File: src/verilog/wkd_pkg.sv
// wkd_pkg: constants, field layout and types of the wake input detection block.
// assumes a single 40 MHz clock and an APB register port with 8-bit byte addresses.
`default_nettype none
package wkd_pkg;

	// clock and filter timing
	localparam int WKD_CLK_MHZ          = 40;
	localparam int WKD_SHORT_FILTER_NS  = 16000;
	localparam int WKD_LONG_FILTER_NS   = 64000;
	// least times, rounded up to whole cycles
	localparam int WKD_SHORT_CYC = (WKD_SHORT_FILTER_NS * WKD_CLK_MHZ + 999) / 1000;
	localparam int WKD_LONG_CYC  = (WKD_LONG_FILTER_NS * WKD_CLK_MHZ + 999) / 1000;

	// register byte offsets
	localparam logic [7:0] WKD_OFF_WAKE_EN   = 8'h00; // wake_enable_control
	localparam logic [7:0] WKD_OFF_PULL      = 8'h04; // pull_current_control
	localparam logic [7:0] WKD_OFF_FILT      = 8'h08; // detect_filter_control
	localparam logic [7:0] WKD_OFF_SRC_STAT  = 8'h0c; // wake_source_status
	localparam logic [7:0] WKD_OFF_ALT_STAT  = 8'h10; // alt_pin_wake_status
	localparam logic [7:0] WKD_OFF_LVL_STAT  = 8'h14; // wake_pin_level_status

	// field positions in wake_enable_control
	localparam int WKD_EN_LSB   = 0; // three per-input enables
	localparam int WKD_MEAS_BIT = 3; // measure_enable
	localparam int WKD_FO_LSB   = 4; // two fail-output wake enables
	localparam int WKD_CTRL_W   = 6;

	// reset values
	localparam logic [5:0] WKD_CTRL_RST = 6'h00;
	localparam logic [5:0] WKD_PULL_RST = 6'h00;
	localparam logic [5:0] WKD_FILT_RST = 6'h00;

	// pull_select_high_bit / pull_select_low_bit codes
	localparam logic [1:0] WKD_PULL_NONE = 2'h0;
	localparam logic [1:0] WKD_PULL_DOWN = 2'h1;
	localparam logic [1:0] WKD_PULL_UP   = 2'h2;
	localparam logic [1:0] WKD_PULL_AUTO = 2'h3;

	// filter_select_high_bit / filter_select_low_bit codes
	localparam logic [1:0] WKD_FLT_STATIC_SHORT = 2'h0;
	localparam logic [1:0] WKD_FLT_STATIC_LONG  = 2'h1;
	localparam logic [1:0] WKD_FLT_CYCLIC_T1    = 2'h2;
	localparam logic [1:0] WKD_FLT_CYCLIC_T2    = 2'h3;

	typedef enum logic [1:0] {
		WKD_NORMAL   = 2'b00,
		WKD_STOP     = 2'b01,
		WKD_SLEEP    = 2'b10,
		WKD_FAILSAFE = 2'b11
	} wkd_mode_t;

endpackage
`default_nettype wire

File: src/verilog/wkd_filt_if.sv
// wkd_filt_if: configuration into and results out of one input filter.
// assumes both ends run on the same clock.
`timescale 1ns/1ps
`default_nettype none
interface wkd_filt_if;
	logic long_sel;   // 64 us instead of 16 us
	logic cyclic;     // cyclic sense, evaluate only in window
	logic window_on;  // cyclic sense active window
	logic level;      // synchronised present level
	logic filt_level; // filtered (sampled) level
	logic evt;        // one-cycle pulse per recognised edge
	modport filt (input long_sel, cyclic, window_on, output level, filt_level, evt);
	modport ctl  (output long_sel, cyclic, window_on, input level, filt_level, evt);
endinterface
`default_nettype wire

File: src/verilog/wkd_filter.sv
// wkd_filter: three-flop synchroniser and glitch filter for one wake pin.
// assumes pin is asynchronous; configuration comes from logic on clk.
`timescale 1ns/1ps
`default_nettype none
module wkd_filter
	import wkd_pkg::*;
#(
	parameter int SHORT_CYC = WKD_SHORT_CYC,
	parameter int LONG_CYC  = WKD_LONG_CYC
) (
	input  wire logic clk,
	input  wire logic rst_n,
	input  wire logic pin,
	wkd_filt_if.filt  fi
);
	localparam int CW = $clog2(LONG_CYC + 1);
	localparam logic [CW-1:0] LIM_S = CW'(SHORT_CYC - 1);
	localparam logic [CW-1:0] LIM_L = CW'(LONG_CYC - 1);

	if (SHORT_CYC < 1 || LONG_CYC < SHORT_CYC) begin : g_chk
		$error("wkd_filter: filter counts out of range");
	end

	logic [2:0]    sync_r, sync_nxt;
	logic          agreed_r, agreed_nxt;
	logic          stable_r, stable_nxt;
	logic          evt_r, evt_nxt;
	logic [CW-1:0] cnt_r, cnt_nxt;
	logic [CW-1:0] limit;
	logic          window;

	// stage 0 feeds stage 1 only; a change counts once stages 1 and 2 agree
	always_comb begin
		sync_nxt   = {sync_r[1:0], pin};
		agreed_nxt = (sync_r[1] == sync_r[2]) ? sync_r[2] : agreed_r;
		limit      = fi.long_sel ? LIM_L : LIM_S;
		window     = ~fi.cyclic | fi.window_on;
		stable_nxt = stable_r;
		evt_nxt    = 1'b0;
		if (agreed_nxt != agreed_r) begin
			cnt_nxt = '0;
		end else if (!window) begin
			cnt_nxt = '0;
		end else if (cnt_r < limit) begin
			cnt_nxt = cnt_r + 1'b1;
		end else begin
			cnt_nxt = limit; // clamp, a long-to-short switch must not wrap the count
		end
		// both directions count, a re-crossing before the limit is dropped
		if (window && agreed_nxt == agreed_r && cnt_r == limit && agreed_r != stable_r) begin
			stable_nxt = agreed_r;
			evt_nxt    = 1'b1;
		end
	end

	always_ff @(posedge clk or negedge rst_n) begin
		if (!rst_n) begin
			sync_r   <= 3'h0;
			agreed_r <= 1'b0;
			stable_r <= 1'b0;
			evt_r    <= 1'b0;
			cnt_r    <= '0;
		end else begin
			sync_r   <= sync_nxt;
			agreed_r <= agreed_nxt;
			stable_r <= stable_nxt;
			evt_r    <= evt_nxt;
			cnt_r    <= cnt_nxt;
		end
	end

	assign fi.level      = agreed_r;
	assign fi.filt_level = stable_r;
	assign fi.evt        = evt_r;
endmodule // wkd_filter
`default_nettype wire

File: src/verilog/wkd_top.sv
// wkd_top: wake input detection with APB registers, filters, pulls and measurement switch.
// assumes mode, sleep command and cyclic timer windows come from logic on pclk.
// Notes on behaviour
// - both rising and falling threshold crossings on a wake input give an event.
// - events interrupt in normal or stop mode, wake the chip in sleep or fail-safe.
// - per input, static sense watches always; cyclic sense only inside timer window.
// - filter field 00/01 static 16/64 us, 10/11 cyclic timer one/two 16 us.
// - crossing starts filter; event only if no re-crossing before interval ends.
// - per-input enable bits in the wake control register allow wake-up.
// - per-input wake source bits record which input woke; readable anytime.
// - level status shows each input's level in normal and stop, enabled or not.
// - in cyclic sense the level bit holds the level sampled in last window.
// - fail-output pins as wake inputs use fixed 16 us static, alternate status.
// - pull field 00 none (reset), 01 pull-down, 10 pull-up, 11 automatic.
// - automatic mode pulls up while level high, pulls down while level low.
// - measurement switch works only in normal mode; replaces inputs one/two signalling.
// - active measurement closes the switch routing input one out through input two.
// - measurement is off at reset, enabled only by setting its enable bit.
// - measurement disables pulls of inputs one/two, gates them, freezes their status.
// - sleep command with measurement and only inputs one/two enabled: serial fail, restart.
`timescale 1ns/1ps
`default_nettype none
module wkd_top
	import wkd_pkg::*;
#(
	parameter int SHORT_CYC = WKD_SHORT_CYC,
	parameter int LONG_CYC  = WKD_LONG_CYC
) (
	input  wire logic        pclk,
	input  wire logic        presetn,
	input  wire logic        psel,
	input  wire logic        penable,
	input  wire logic        pwrite,
	input  wire logic [7:0]  paddr,
	input  wire logic [31:0] pwdata,
	output logic      [31:0] prdata,
	output logic             pready,
	output logic             pslverr,
	input  wire logic        wake_input_one,
	input  wire logic        wake_input_two,
	input  wire logic        wake_input_three,
	input  wire logic [1:0]  fail_outputs_two_three,
	input  wire wkd_mode_t   sbc_mode,
	input  wire logic        sleep_cmd,
	input  wire logic        timer_one_on,
	input  wire logic        timer_two_on,
	output logic             wake_irq,
	output logic             wake_up_req,
	output logic             serial_fail_set,
	output logic             restart_req,
	output logic      [2:0]  pull_up_en,
	output logic      [2:0]  pull_down_en,
	output logic             measure_switch_close
);
	if (SHORT_CYC < 1 || LONG_CYC < SHORT_CYC) begin : g_chk
		$error("wkd_top: filter counts out of range");
	end

	// register state
	logic [WKD_CTRL_W-1:0] ctrl_r, ctrl_nxt;
	logic [5:0]  pull_r, pull_nxt;
	logic [5:0]  filt_r, filt_nxt;
	logic [2:0]  src_r, src_nxt;
	logic [1:0]  alt_r, alt_nxt;
	logic [2:0]  lvl_r, lvl_nxt;
	logic [31:0] prdata_r, prdata_nxt;
	logic        pready_r, pready_nxt;
	logic        pslverr_r, pslverr_nxt;

	// output state
	logic        irq_r, irq_nxt;
	logic        wup_r, wup_nxt;
	logic        sfail_r, sfail_nxt;
	logic        rst_req_r, rst_req_nxt;
	logic [2:0]  pu_r, pu_nxt;
	logic [2:0]  pd_r, pd_nxt;
	logic        sw_r, sw_nxt;

	// shared combinational terms
	logic        acc, wr;
	logic        mapped;
	logic [2:0]  wake_en;
	logic [1:0]  fo_en;
	logic        meas;
	logic        mode_awake;
	logic [2:0]  meas_gate;
	logic [4:0]  pins, evt, lvl, flv;
	logic [2:0]  cyc;
	logic [2:0]  src_set, src_clr, src_keep;
	logic [1:0]  alt_set, alt_clr;
	logic        bad_sleep;

	assign wake_en    = ctrl_r[WKD_EN_LSB +: 3];
	assign fo_en      = ctrl_r[WKD_FO_LSB +: 2];
	assign meas       = ctrl_r[WKD_MEAS_BIT];
	assign mode_awake = (sbc_mode == WKD_NORMAL) || (sbc_mode == WKD_STOP);
	assign meas_gate  = {1'b0, meas, meas};
	assign pins       = {fail_outputs_two_three, wake_input_three, wake_input_two,
		wake_input_one};

	// one filter per pin; fail-output pins are fixed to the 16 us static filter
	for (genvar i = 0; i < 5; i++) begin : g_pin
		wkd_filt_if fif ();
		if (i < 3) begin : g_wk
			assign fif.long_sel  = filt_r[2*i +: 2] == WKD_FLT_STATIC_LONG;
			assign fif.cyclic    = filt_r[2*i+1];
			// the window only means something if the timer also powers the sensor
			assign fif.window_on = filt_r[2*i] ? timer_two_on : timer_one_on;
			assign cyc[i]        = filt_r[2*i+1];
		end else begin : g_fo
			assign fif.long_sel  = 1'b0;
			assign fif.cyclic    = 1'b0;
			assign fif.window_on = 1'b1;
		end
		assign evt[i] = fif.evt;
		assign lvl[i] = fif.level;
		assign flv[i] = fif.filt_level;
		wkd_filter #(
			.SHORT_CYC (SHORT_CYC),
			.LONG_CYC  (LONG_CYC)
		) u_filt (
			.clk   (pclk),
			.rst_n (presetn),
			.pin   (pins[i]),
			.fi    (fif)
		);
	end

	// apb: one wait state, so pready and read data leave a flop
	assign acc = psel & penable & pready_r;
	assign wr  = acc & pwrite;

	always_comb begin
		mapped = 1'b1;
		unique case (paddr)
			WKD_OFF_WAKE_EN:  prdata_nxt = {26'h000_0000, ctrl_r};
			WKD_OFF_PULL:     prdata_nxt = {26'h000_0000, pull_r};
			WKD_OFF_FILT:     prdata_nxt = {26'h000_0000, filt_r};
			WKD_OFF_SRC_STAT: prdata_nxt = {29'h0000_0000, src_r};
			WKD_OFF_ALT_STAT: prdata_nxt = {30'h0000_0000, alt_r};
			WKD_OFF_LVL_STAT: prdata_nxt = {29'h0000_0000, lvl_r};
			default: begin
				prdata_nxt = 32'h0000_0000;
				mapped     = 1'b0;
			end
		endcase
		pready_nxt  = psel & penable & ~pready_r;
		pslverr_nxt = pready_nxt & ~mapped;
		if (!pready_nxt || pwrite) begin
			prdata_nxt = prdata_r;
		end
		// control registers; settings for inputs one/two may change while gated
		ctrl_nxt = ctrl_r;
		pull_nxt = pull_r;
		filt_nxt = filt_r;
		if (wr && paddr == WKD_OFF_WAKE_EN) begin
			ctrl_nxt = pwdata[WKD_CTRL_W-1:0];
		end
		if (wr && paddr == WKD_OFF_PULL) begin
			pull_nxt = pwdata[5:0];
		end
		if (wr && paddr == WKD_OFF_FILT) begin
			filt_nxt = pwdata[5:0];
		end
	end

	always_ff @(posedge pclk or negedge presetn) begin
		if (!presetn) begin
			prdata_r  <= 32'h0000_0000;
			pready_r  <= 1'b0;
			pslverr_r <= 1'b0;
			ctrl_r    <= WKD_CTRL_RST;
			pull_r    <= WKD_PULL_RST;
			filt_r    <= WKD_FILT_RST;
		end else begin
			prdata_r  <= prdata_nxt;
			pready_r  <= pready_nxt;
			pslverr_r <= pslverr_nxt;
			ctrl_r    <= ctrl_nxt;
			pull_r    <= pull_nxt;
			filt_r    <= filt_nxt;
		end
	end

	// status: write one to clear, a set in the same cycle wins
	always_comb begin
		src_set  = evt[2:0] & wake_en & ~meas_gate;
		alt_set  = evt[4:3] & fo_en;
		src_clr  = (wr && paddr == WKD_OFF_SRC_STAT) ? pwdata[2:0] : 3'h0;
		alt_clr  = (wr && paddr == WKD_OFF_ALT_STAT) ? pwdata[1:0] : 2'h0;
		src_keep = src_r & ~src_clr;
		src_nxt  = src_keep | src_set;
		alt_nxt  = (alt_r & ~alt_clr) | alt_set;
		lvl_nxt  = lvl_r;
		for (int i = 0; i < 3; i++) begin
			// frozen outside normal/stop and for gated inputs
			if (mode_awake && !meas_gate[i]) begin
				lvl_nxt[i] = cyc[i] ? flv[i] : lvl[i];
			end
		end
	end

	always_ff @(posedge pclk or negedge presetn) begin
		if (!presetn) begin
			src_r <= 3'h0;
			alt_r <= 2'h0;
			lvl_r <= 3'h0;
		end else begin
			src_r <= src_nxt;
			alt_r <= alt_nxt;
			lvl_r <= lvl_nxt;
		end
	end

	// signalling, pull sources and measurement switch
	always_comb begin
		irq_nxt     = (|src_set || |alt_set) && mode_awake;
		wup_nxt     = (|src_set || |alt_set) && !mode_awake;
		// only inputs one/two would wake us, but measurement gates them
		bad_sleep   = meas && !wake_en[2] && fo_en == 2'h0 && wake_en[1:0] != 2'h0;
		sfail_nxt   = sleep_cmd && bad_sleep;
		rst_req_nxt = sleep_cmd && bad_sleep;
		sw_nxt      = meas && sbc_mode == WKD_NORMAL;
		for (int i = 0; i < 3; i++) begin
			unique case (pull_r[2*i +: 2])
				WKD_PULL_NONE: begin
					pu_nxt[i] = 1'b0;
					pd_nxt[i] = 1'b0;
				end
				WKD_PULL_DOWN: begin
					pu_nxt[i] = 1'b0;
					pd_nxt[i] = 1'b1;
				end
				WKD_PULL_UP: begin
					pu_nxt[i] = 1'b1;
					pd_nxt[i] = 1'b0;
				end
				WKD_PULL_AUTO: begin
					pu_nxt[i] = lvl[i];
					pd_nxt[i] = ~lvl[i];
				end
			endcase
			if (meas_gate[i]) begin
				pu_nxt[i] = 1'b0;
				pd_nxt[i] = 1'b0;
			end
		end
	end

	always_ff @(posedge pclk or negedge presetn) begin
		if (!presetn) begin
			irq_r     <= 1'b0;
			wup_r     <= 1'b0;
			sfail_r   <= 1'b0;
			rst_req_r <= 1'b0;
			pu_r      <= 3'h0;
			pd_r      <= 3'h0;
			sw_r      <= 1'b0;
		end else begin
			irq_r     <= irq_nxt;
			wup_r     <= wup_nxt;
			sfail_r   <= sfail_nxt;
			rst_req_r <= rst_req_nxt;
			pu_r      <= pu_nxt;
			pd_r      <= pd_nxt;
			sw_r      <= sw_nxt;
		end
	end

	assign prdata               = prdata_r;
	assign pready               = pready_r;
	assign pslverr              = pslverr_r;
	assign wake_irq             = irq_r;
	assign wake_up_req          = wup_r;
	assign serial_fail_set      = sfail_r;
	assign restart_req          = rst_req_r;
	assign pull_up_en           = pu_r;
	assign pull_down_en         = pd_r;
	assign measure_switch_close = sw_r;
endmodule // wkd_top
`default_nettype wire

File: config.mk
export PLATFORM = sky130hd
export DESIGN_NAME = wkd_top
export DESIGN_NICKNAME = d
export VERILOG_FILES = /design/src/verilog/wkd_pkg.sv /design/src/verilog/wkd_filt_if.sv /design/src/verilog/wkd_filter.sv /design/src/verilog/wkd_top.sv
export SDC_FILE = /design/constraint.sdc
export NUM_CORES = 1
export LEC_CHECK = 0
export BUFFER_PORTS_ARGS = -buffer_cell sky130_fd_sc_hd__buf_4
export CORE_ASPECT_RATIO = 1.4
export CORE_UTILIZATION = 51
export CTS_BUF_LIST = sky130_fd_sc_hd__clkbuf_16
export CTS_CLUSTER_DIAMETER = 60
export DETAILED_ROUTE_END_ITERATION = 10
export PLACE_DENSITY = 0.86
export SLEW_MARGIN = 20
export SYNTH_ARGS = -nofsm -noshare
export SYNTH_HDL_FRONTEND = slang
export SYNTH_SLANG_ARGS = --single-unit
File: constraint.sdc
create_clock -name pclk -period 1.87 [get_ports pclk]
set_input_delay 0 -clock pclk [delete_from_list [all_inputs] [get_ports pclk]]
set_output_delay 0 -clock pclk [all_outputs]
set_load 0.05 [all_outputs]
==> results of run 1 <==
==> state kept, by name (all words and copies together) (netlist names), 3 cells and up <==
register / cells
g_pin.u_filt.cnt_r: 60
g_pin.u_filt.sync_r: 15
ctrl_r: 6
filt_r: 6
prdata: 6
pull_r: 6
g_pin.u_filt.fi.evt: 5
g_pin.u_filt.fi.filt_level: 5
g_pin.u_filt.fi.level: 5
lvl_r: 3
pull_down_en: 3
pull_up_en: 3
src_r: 3
==> path summary, 6_finish.rpt <==
kind,end,slack [ns]
max in group asynchronous,g_pin[2].u_filt.cnt_r[6]$_DFF_PN0_,1.08
max,g_pin[2].u_filt.fi.filt_level$_DFFE_PN0P_,-0.18
min,prdata[4]$_DFFE_PN0N_,0.06
min reg2reg,g_pin[4].u_filt.sync_r[1]$_DFF_PN0_,0.35
min in group asynchronous,wake_up_req$_DFF_PN0_,0.08
max reg2reg,g_pin[2].u_filt.fi.filt_level$_DFFE_PN0P_,-0.18
==> what timing repair did <==
item	4_1_cts	5_1_grt
hold buffers	20	0
hold endpoints to repair	126	0
setup endpoints to repair	30	41
gates cloned	3	0
pin swaps	14	10
setup buffers	7	6
gates resized for setup	20	22
==> cell usage after synthesis (4+ instances only) <==
| cell type | count | area, µm² |
|---|---|---|
| clkbuf_1 | 10 | 37.5 |
| and3_1 | 8 | 50.1 |
| a31oi_1 | 6 | 37.5 |
| nand4_1 | 10 | 62.6 |
| buf_2 | 5 | 25.0 |
| nand3b_1 | 4 | 30.0 |
| o31ai_1 | 6 | 45.0 |
| a21oi_1 | 54 | 270 |
| buf_4 | 27 | 203 |
| a211oi_1 | 6 | 45.0 |
| xnor2_1 | 22 | 193 |
| maj3_1 | 5 | 50.1 |
| xor2_1 | 21 | 184 |
| nor3_1 | 5 | 25.0 |
| ha_1 | 14 | 175 |
| nand2_1 | 42 | 158 |
| mux2i_1 | 13 | 130 |
| o21ai_0 | 9 | 45.0 |
| nor2b_1 | 4 | 25.0 |
| inv_1 | 15 | 56.3 |
| nor3b_1 | 7 | 52.6 |
| dfrtp_1 | 134 | 3350 |
| mux2_2 | 17 | 191 |
| nor2_1 | 29 | 109 |
| nor4_1 | 5 | 31.3 |
| or2_2 | 6 | 37.5 |
| nand3_1 | 18 | 90.1 |
==> where the power goes <==
part | switching (mW) | total [mW] | leakage (nW) | internal [mW]
registers | 0.674 | 4.10 | 1.68 | 3.43
logic | 1.76 | 3.49 | 1.76 | 1.73
clock network | 1.36 | 3.49 | 0.297 | 2.13
total | 3.80 | 11.1 | 3.74 | 7.29
==> metal layers <==
metal	vias to the layer above	GRT usage	share of wire
met2	210	0.441	0.55
met5	-	0	0
met1	2518	0.270	0.38
met3	50	0.0523	0.042
met4	0	0.124	0.032
li1	2286	-	-
==> area by class of cell <==
type / instances / share of cell area
clock buffer: 17 / 0.0507
timing repair buffer: 130 / 0.125
multi-input combinational: 410 / 0.371
clock inverter: 15 / 0.0228
tap: 150 / 0.0224
sequential: 134 / 0.399
inverter: 18 / 0.00864
==> per-stage QoR <==
stage | utilization | worst slack, ns
floorplan | - | -0.102
detailed placement | 0.591 | -0.156
global placement | 0.591 | -0.0767
global route | 0.682 | -0.257
finish | 0.682 | -0.182
CTS | 0.671 | -0.164
==> cell families after synthesis <==
group                      Yosys count  synth area share
AOI/OAI and AO/OA                  116             0.117
adders and majority gates           19            0.0351
DFF                                134             0.523
other                                1          0.000585
xor gates and xnor gates            44            0.0613
and+or+nand+nor                    164             0.141
buffers and inverters               62            0.0542
muxes                               36            0.0671
==> critical path, cell delays in order (launching register included) <==
cell and delay (ns):
dfrtp_1 0.39, nor2b_2 0.17, inv_2 0.10, ha_4 0.27, and3_4 0.20, nand2_2 0.06
or4_4 0.43, mux2_4 0.31
==> metrics, run 1 <==
status complete, but fails checks; failing checks negative setup slack; power per cell area about 1300 nW/µm²; Pins Over Slew Limit 0; # setup viols final 39; syn_area_per_cell 11.1 µm²; vias 5,064; total power 11.1 mW; Root Driver clkbuf_16; initial antenna violation count 0; largest net degree at the start of global routing 51; Mapped Area 6410 µm²; register area 3350 µm²; MaxCap Viol Count 0; share of layout cells above drive strength 1 0.334; Worst Setup SP filt_r[5]$_DFFE_PN0P_; Reg clk slew, reported paths 0.06 ns; Pre-antenna DRT Iters 5; most frequent cells in the layout dfrtp_1, buf_4, nand2_1; Final TNS setup -4.06 ns; CTS max path bufs 2; CP Class flop to flop; GRT overflow 0; RSZ-0062 raised after global routing yes; post-detail-place hpwl 9800 µm; final period utilization 1.10; Post-DRT Antenna Nets 0; Area Overhead vs Synth 30.9%; worst vdd ir 0.000571 V; placer congestion estimate 0.867; FF-to-FF Start filt_r[5]$_DFFE_PN0P_; Peak Freq 487 MHz; commonest non-fill, non-tap cell in the layout dfrtp_1; WL per Instance approximately 19 µm; Fill cells 804; hold crit path type input pin to flop; DRC violations left 0; H-tree levels 4; Final WS setup -0.182 ns; number of global-route vias before repair 5,238; min-delay src paddr[3]; hold slack 0.0610 ns; Synth warnings 0; worst-path maximum fanout 4; initial DRC count approximately 370; core area 12,300 µm²; clk sinks 134; Hold Path Depth 4; sequential share of the synthesized area 0.523; multi-input logic area 3120 µm²; final hold viol count 0; Top FF cell, synth dfrtp_1; Worst Skew 0.0119 ns; asr flop ratio synth 1.00; Clock Latency Late Sink 0.42 ns; placed insts 806; Via density approximately 5.8; Die W 96.8 µm; Final Critical Period 2.05 ns; crit end category flop; Placed Area 7280 µm²; post-synth cell types 71; required time of the critical path 2.17 ns; Cell Rows 48; Final Cell Area 8400 µm²; first-pass GRT wire length between 20,000 and 30,000 µm; Starting Density 0.521; Finished Layout Cells 874; post-synthesis instance total approximately 580; Post-synth EDFFs 0; diode count 0; # port buffers 47; Routed WL between 15,000 and 20,000 µm; leakage dissipation 3.74 nW; arrival time at the worst endpoint 2.35 ns; nets@finish 780; Global Route Usage Sum 0.244; R2R cell count 7; die span in y 135 µm; FF+latch count, synth 134; CTS tree done; top-level I/O count 100; Worst setup SP type flop; CTS Buf Count 17; Die ar. between 10,000 and 15,000 µm²
Power figures use the tool's default switching activity.
==> run 2: changes to the inputs <==
Settings changed: CORE_UTILIZATION 51 to 53, CTS_BUF_LIST sky130_fd_sc_hd__clkbuf_16 to sky130_fd_sc_hd__clkbuf_4 sky130_fd_sc_hd__clkbuf_8, PLACE_DENSITY 0.86 to 0.88.
==> run 2 against run 1 <==
Against the previous run:
- the run still ends with negative setup slack left
- final cell count fell by 0.34%
- combinational power rose by 13%
- clock skew rose by 0.0088 ns
- non-clock buffer count rose by 1
- sequential share of layout area rose by 0.083 points
- critical path depth rose by 1
- largest power group unchanged
==> metrics, run 2 (synthesis results as in run 1) <==
final core occ 0.709; Cell Rows 47; post-detail-place hpwl between 9000 and 10,000 µm; Routed WL about 17,000 µm; final period utilization 1.07; R2R cell count 8; # setup viols final 30; final hold viol count 0; vias between 5k and 6k; Final TNS setup -1.90 ns; die span in y 132 µm; WL per Instance 19.3 µm; leakage dissipation 3.68 nW; MaxCap Viol Count 0; Finished Layout Cells 871; combinational share of power 0.374; most frequent cells in the layout dfrtp_1, buf_4, nand2_1; Global Route Usage Sum 0.267; core area 11,800 µm²; Die W about 95 µm; clk sinks 134; initial antenna violation count 0; Pre-antenna DRT Iters 5; CTS max path bufs 2; Flop pwr share 0.387; arrival time at the worst endpoint 2.35 ns; worst vdd ir 0.000518 V; FF-to-FF Start filt_r[1]$_DFFE_PN0P_; Starting Density 0.543; first-pass GRT wire length 25,800 µm; Root Driver clkbuf_8; Clock Latency Late Sink 0.44 ns; Reg clk slew, reported paths about 0.090 ns; Sw Share 0.357; number of global-route vias before repair about 5.3k; hold crit path type input pin to async pin; placer congestion estimate 0.888; nets@finish between 700 and 800; placed insts 800; R2R setup slack -0.14 ns; CTS tree done; CTS Buf Count 17; max reg flops 60; commonest non-fill, non-tap cell in the layout dfrtp_1; Via density 5.94; share of layout cells above drive strength 1 0.358; CP Class flop to flop; # port buffers 47; Final Critical Period 2.01 ns; Post-DRT Antenna Nets 0; RSZ-0062 raised after global routing yes; diode count 0; H-tree levels 4; power share of the clock group 0.239; Pins Over Slew Limit 0; Area Overhead vs Synth 30.6%; GRT overflow 0; Peak Freq between 400 and 500 MHz; failing checks negative setup slack; Switch Pwr 3.78 mW; hold slack 0.0413 ns; Worst setup SP type flop; power per cell area 1260 nW/µm²; Die ar. 12,600 µm²; crit end category flop; DRC violations left 0; worst-path maximum fanout 6; required time of the critical path 2.21 ns; Final WS setup -0.136 ns; worst flop-to-flop path endpoint g_pin[0].u_filt.cnt_r[9]$_DFF_PN0_; register with the most flip-flops g_pin.u_filt.cnt_r; total power 10.6 mW; biggest regs g_pin.u_filt.cnt_r x60, g_pin.u_filt.sync_r x15; initial DRC count between 300 and 400; largest net degree at the start of global routing 52; status complete, but fails checks; Fill cells 667; top-level I/O count 100; P_int between 6 and 7 mW; Worst Skew about 0.021 ns
## run 2: cell type report
class	count	area, µm²	share of cell area
Clock buffer	20	263	0.0314
Clock inverter	11	149	0.0178
Inverter	18	75.1	0.00896
Multi-Input combinational cell	410	3250	0.387
Sequential cell	134	3350	0.400
Tap cell	147	184	0.0220
Timing Repair Buffer	131	1110	0.132
## run 2: power groups by stage
stage	clock network, mW	logic (mW)	registers [mW]
after floorplan	0	2.05	3.94
after global placement	0	2.59	4.00
after detailed placement	0	2.78	4.06
after CTS	2.52	3.18	4.03
after global routing	2.70	4.18	4.15
final	2.53	3.96	4.09
## run 2: critical path, cell delays in order (launching register included)
cell	delay [ns]
dfrtp_1	0.43
nor2b_4	0.16
inv_4	0.08
ha_4	0.24
and3_4	0.18
a311oi_2	0.31
buf_4	0.24
nor2_1	0.08
a311oi_1	0.20
## run 2: worst max-delay path by stage
stage                                from                                   endpoint
detailed placement  filt_r[5]$_DFFE_PN0P_         g_pin[2].u_filt.cnt_r[9]$_DFF_PN0_
finish              filt_r[1]$_DFFE_PN0P_         g_pin[0].u_filt.cnt_r[9]$_DFF_PN0_
CTS                 filt_r[5]$_DFFE_PN0P_  g_pin[2].u_filt.fi.filt_level$_DFFE_PN0P_
global placement    filt_r[5]$_DFFE_PN0P_  g_pin[2].u_filt.fi.filt_level$_DFFE_PN0P_
floorplan           filt_r[5]$_DFFE_PN0P_  g_pin[2].u_filt.fi.filt_level$_DFFE_PN0P_
global route        filt_r[1]$_DFFE_PN0P_         g_pin[0].u_filt.cnt_r[9]$_DFF_PN0_
## run 2: stage by stage
stage / setup WS, ns / area, µm²
3_5_place_dp: -0.218 / 7280
5_1_grt: -0.237 / 8380
3_3_place_gp: -0.0812 / 7280
6_report: -0.136 / 8380
4_1_cts: -0.104 / 8110
2_1_floorplan: -0.102 / 6650
## run 2: layer usage
layer	track usage	vias up	routed length, µm
li1	-	2270	-
met1	0.279	2551	6230
met2	0.464	271	8870
met3	0.0709	79	896
met4	0.167	0	815
met5	0	-	0
## run 2: what timing repair did
action | CTS | global route
hold buffers | 20 | 0
gates cloned | 2 | 0
setup endpoints to repair | 34 | 41
setup buffers | 12 | 6
resized for setup | 22 | 50
endpoints found under the hold margin | 172 | 0
pin swaps | 10 | 16
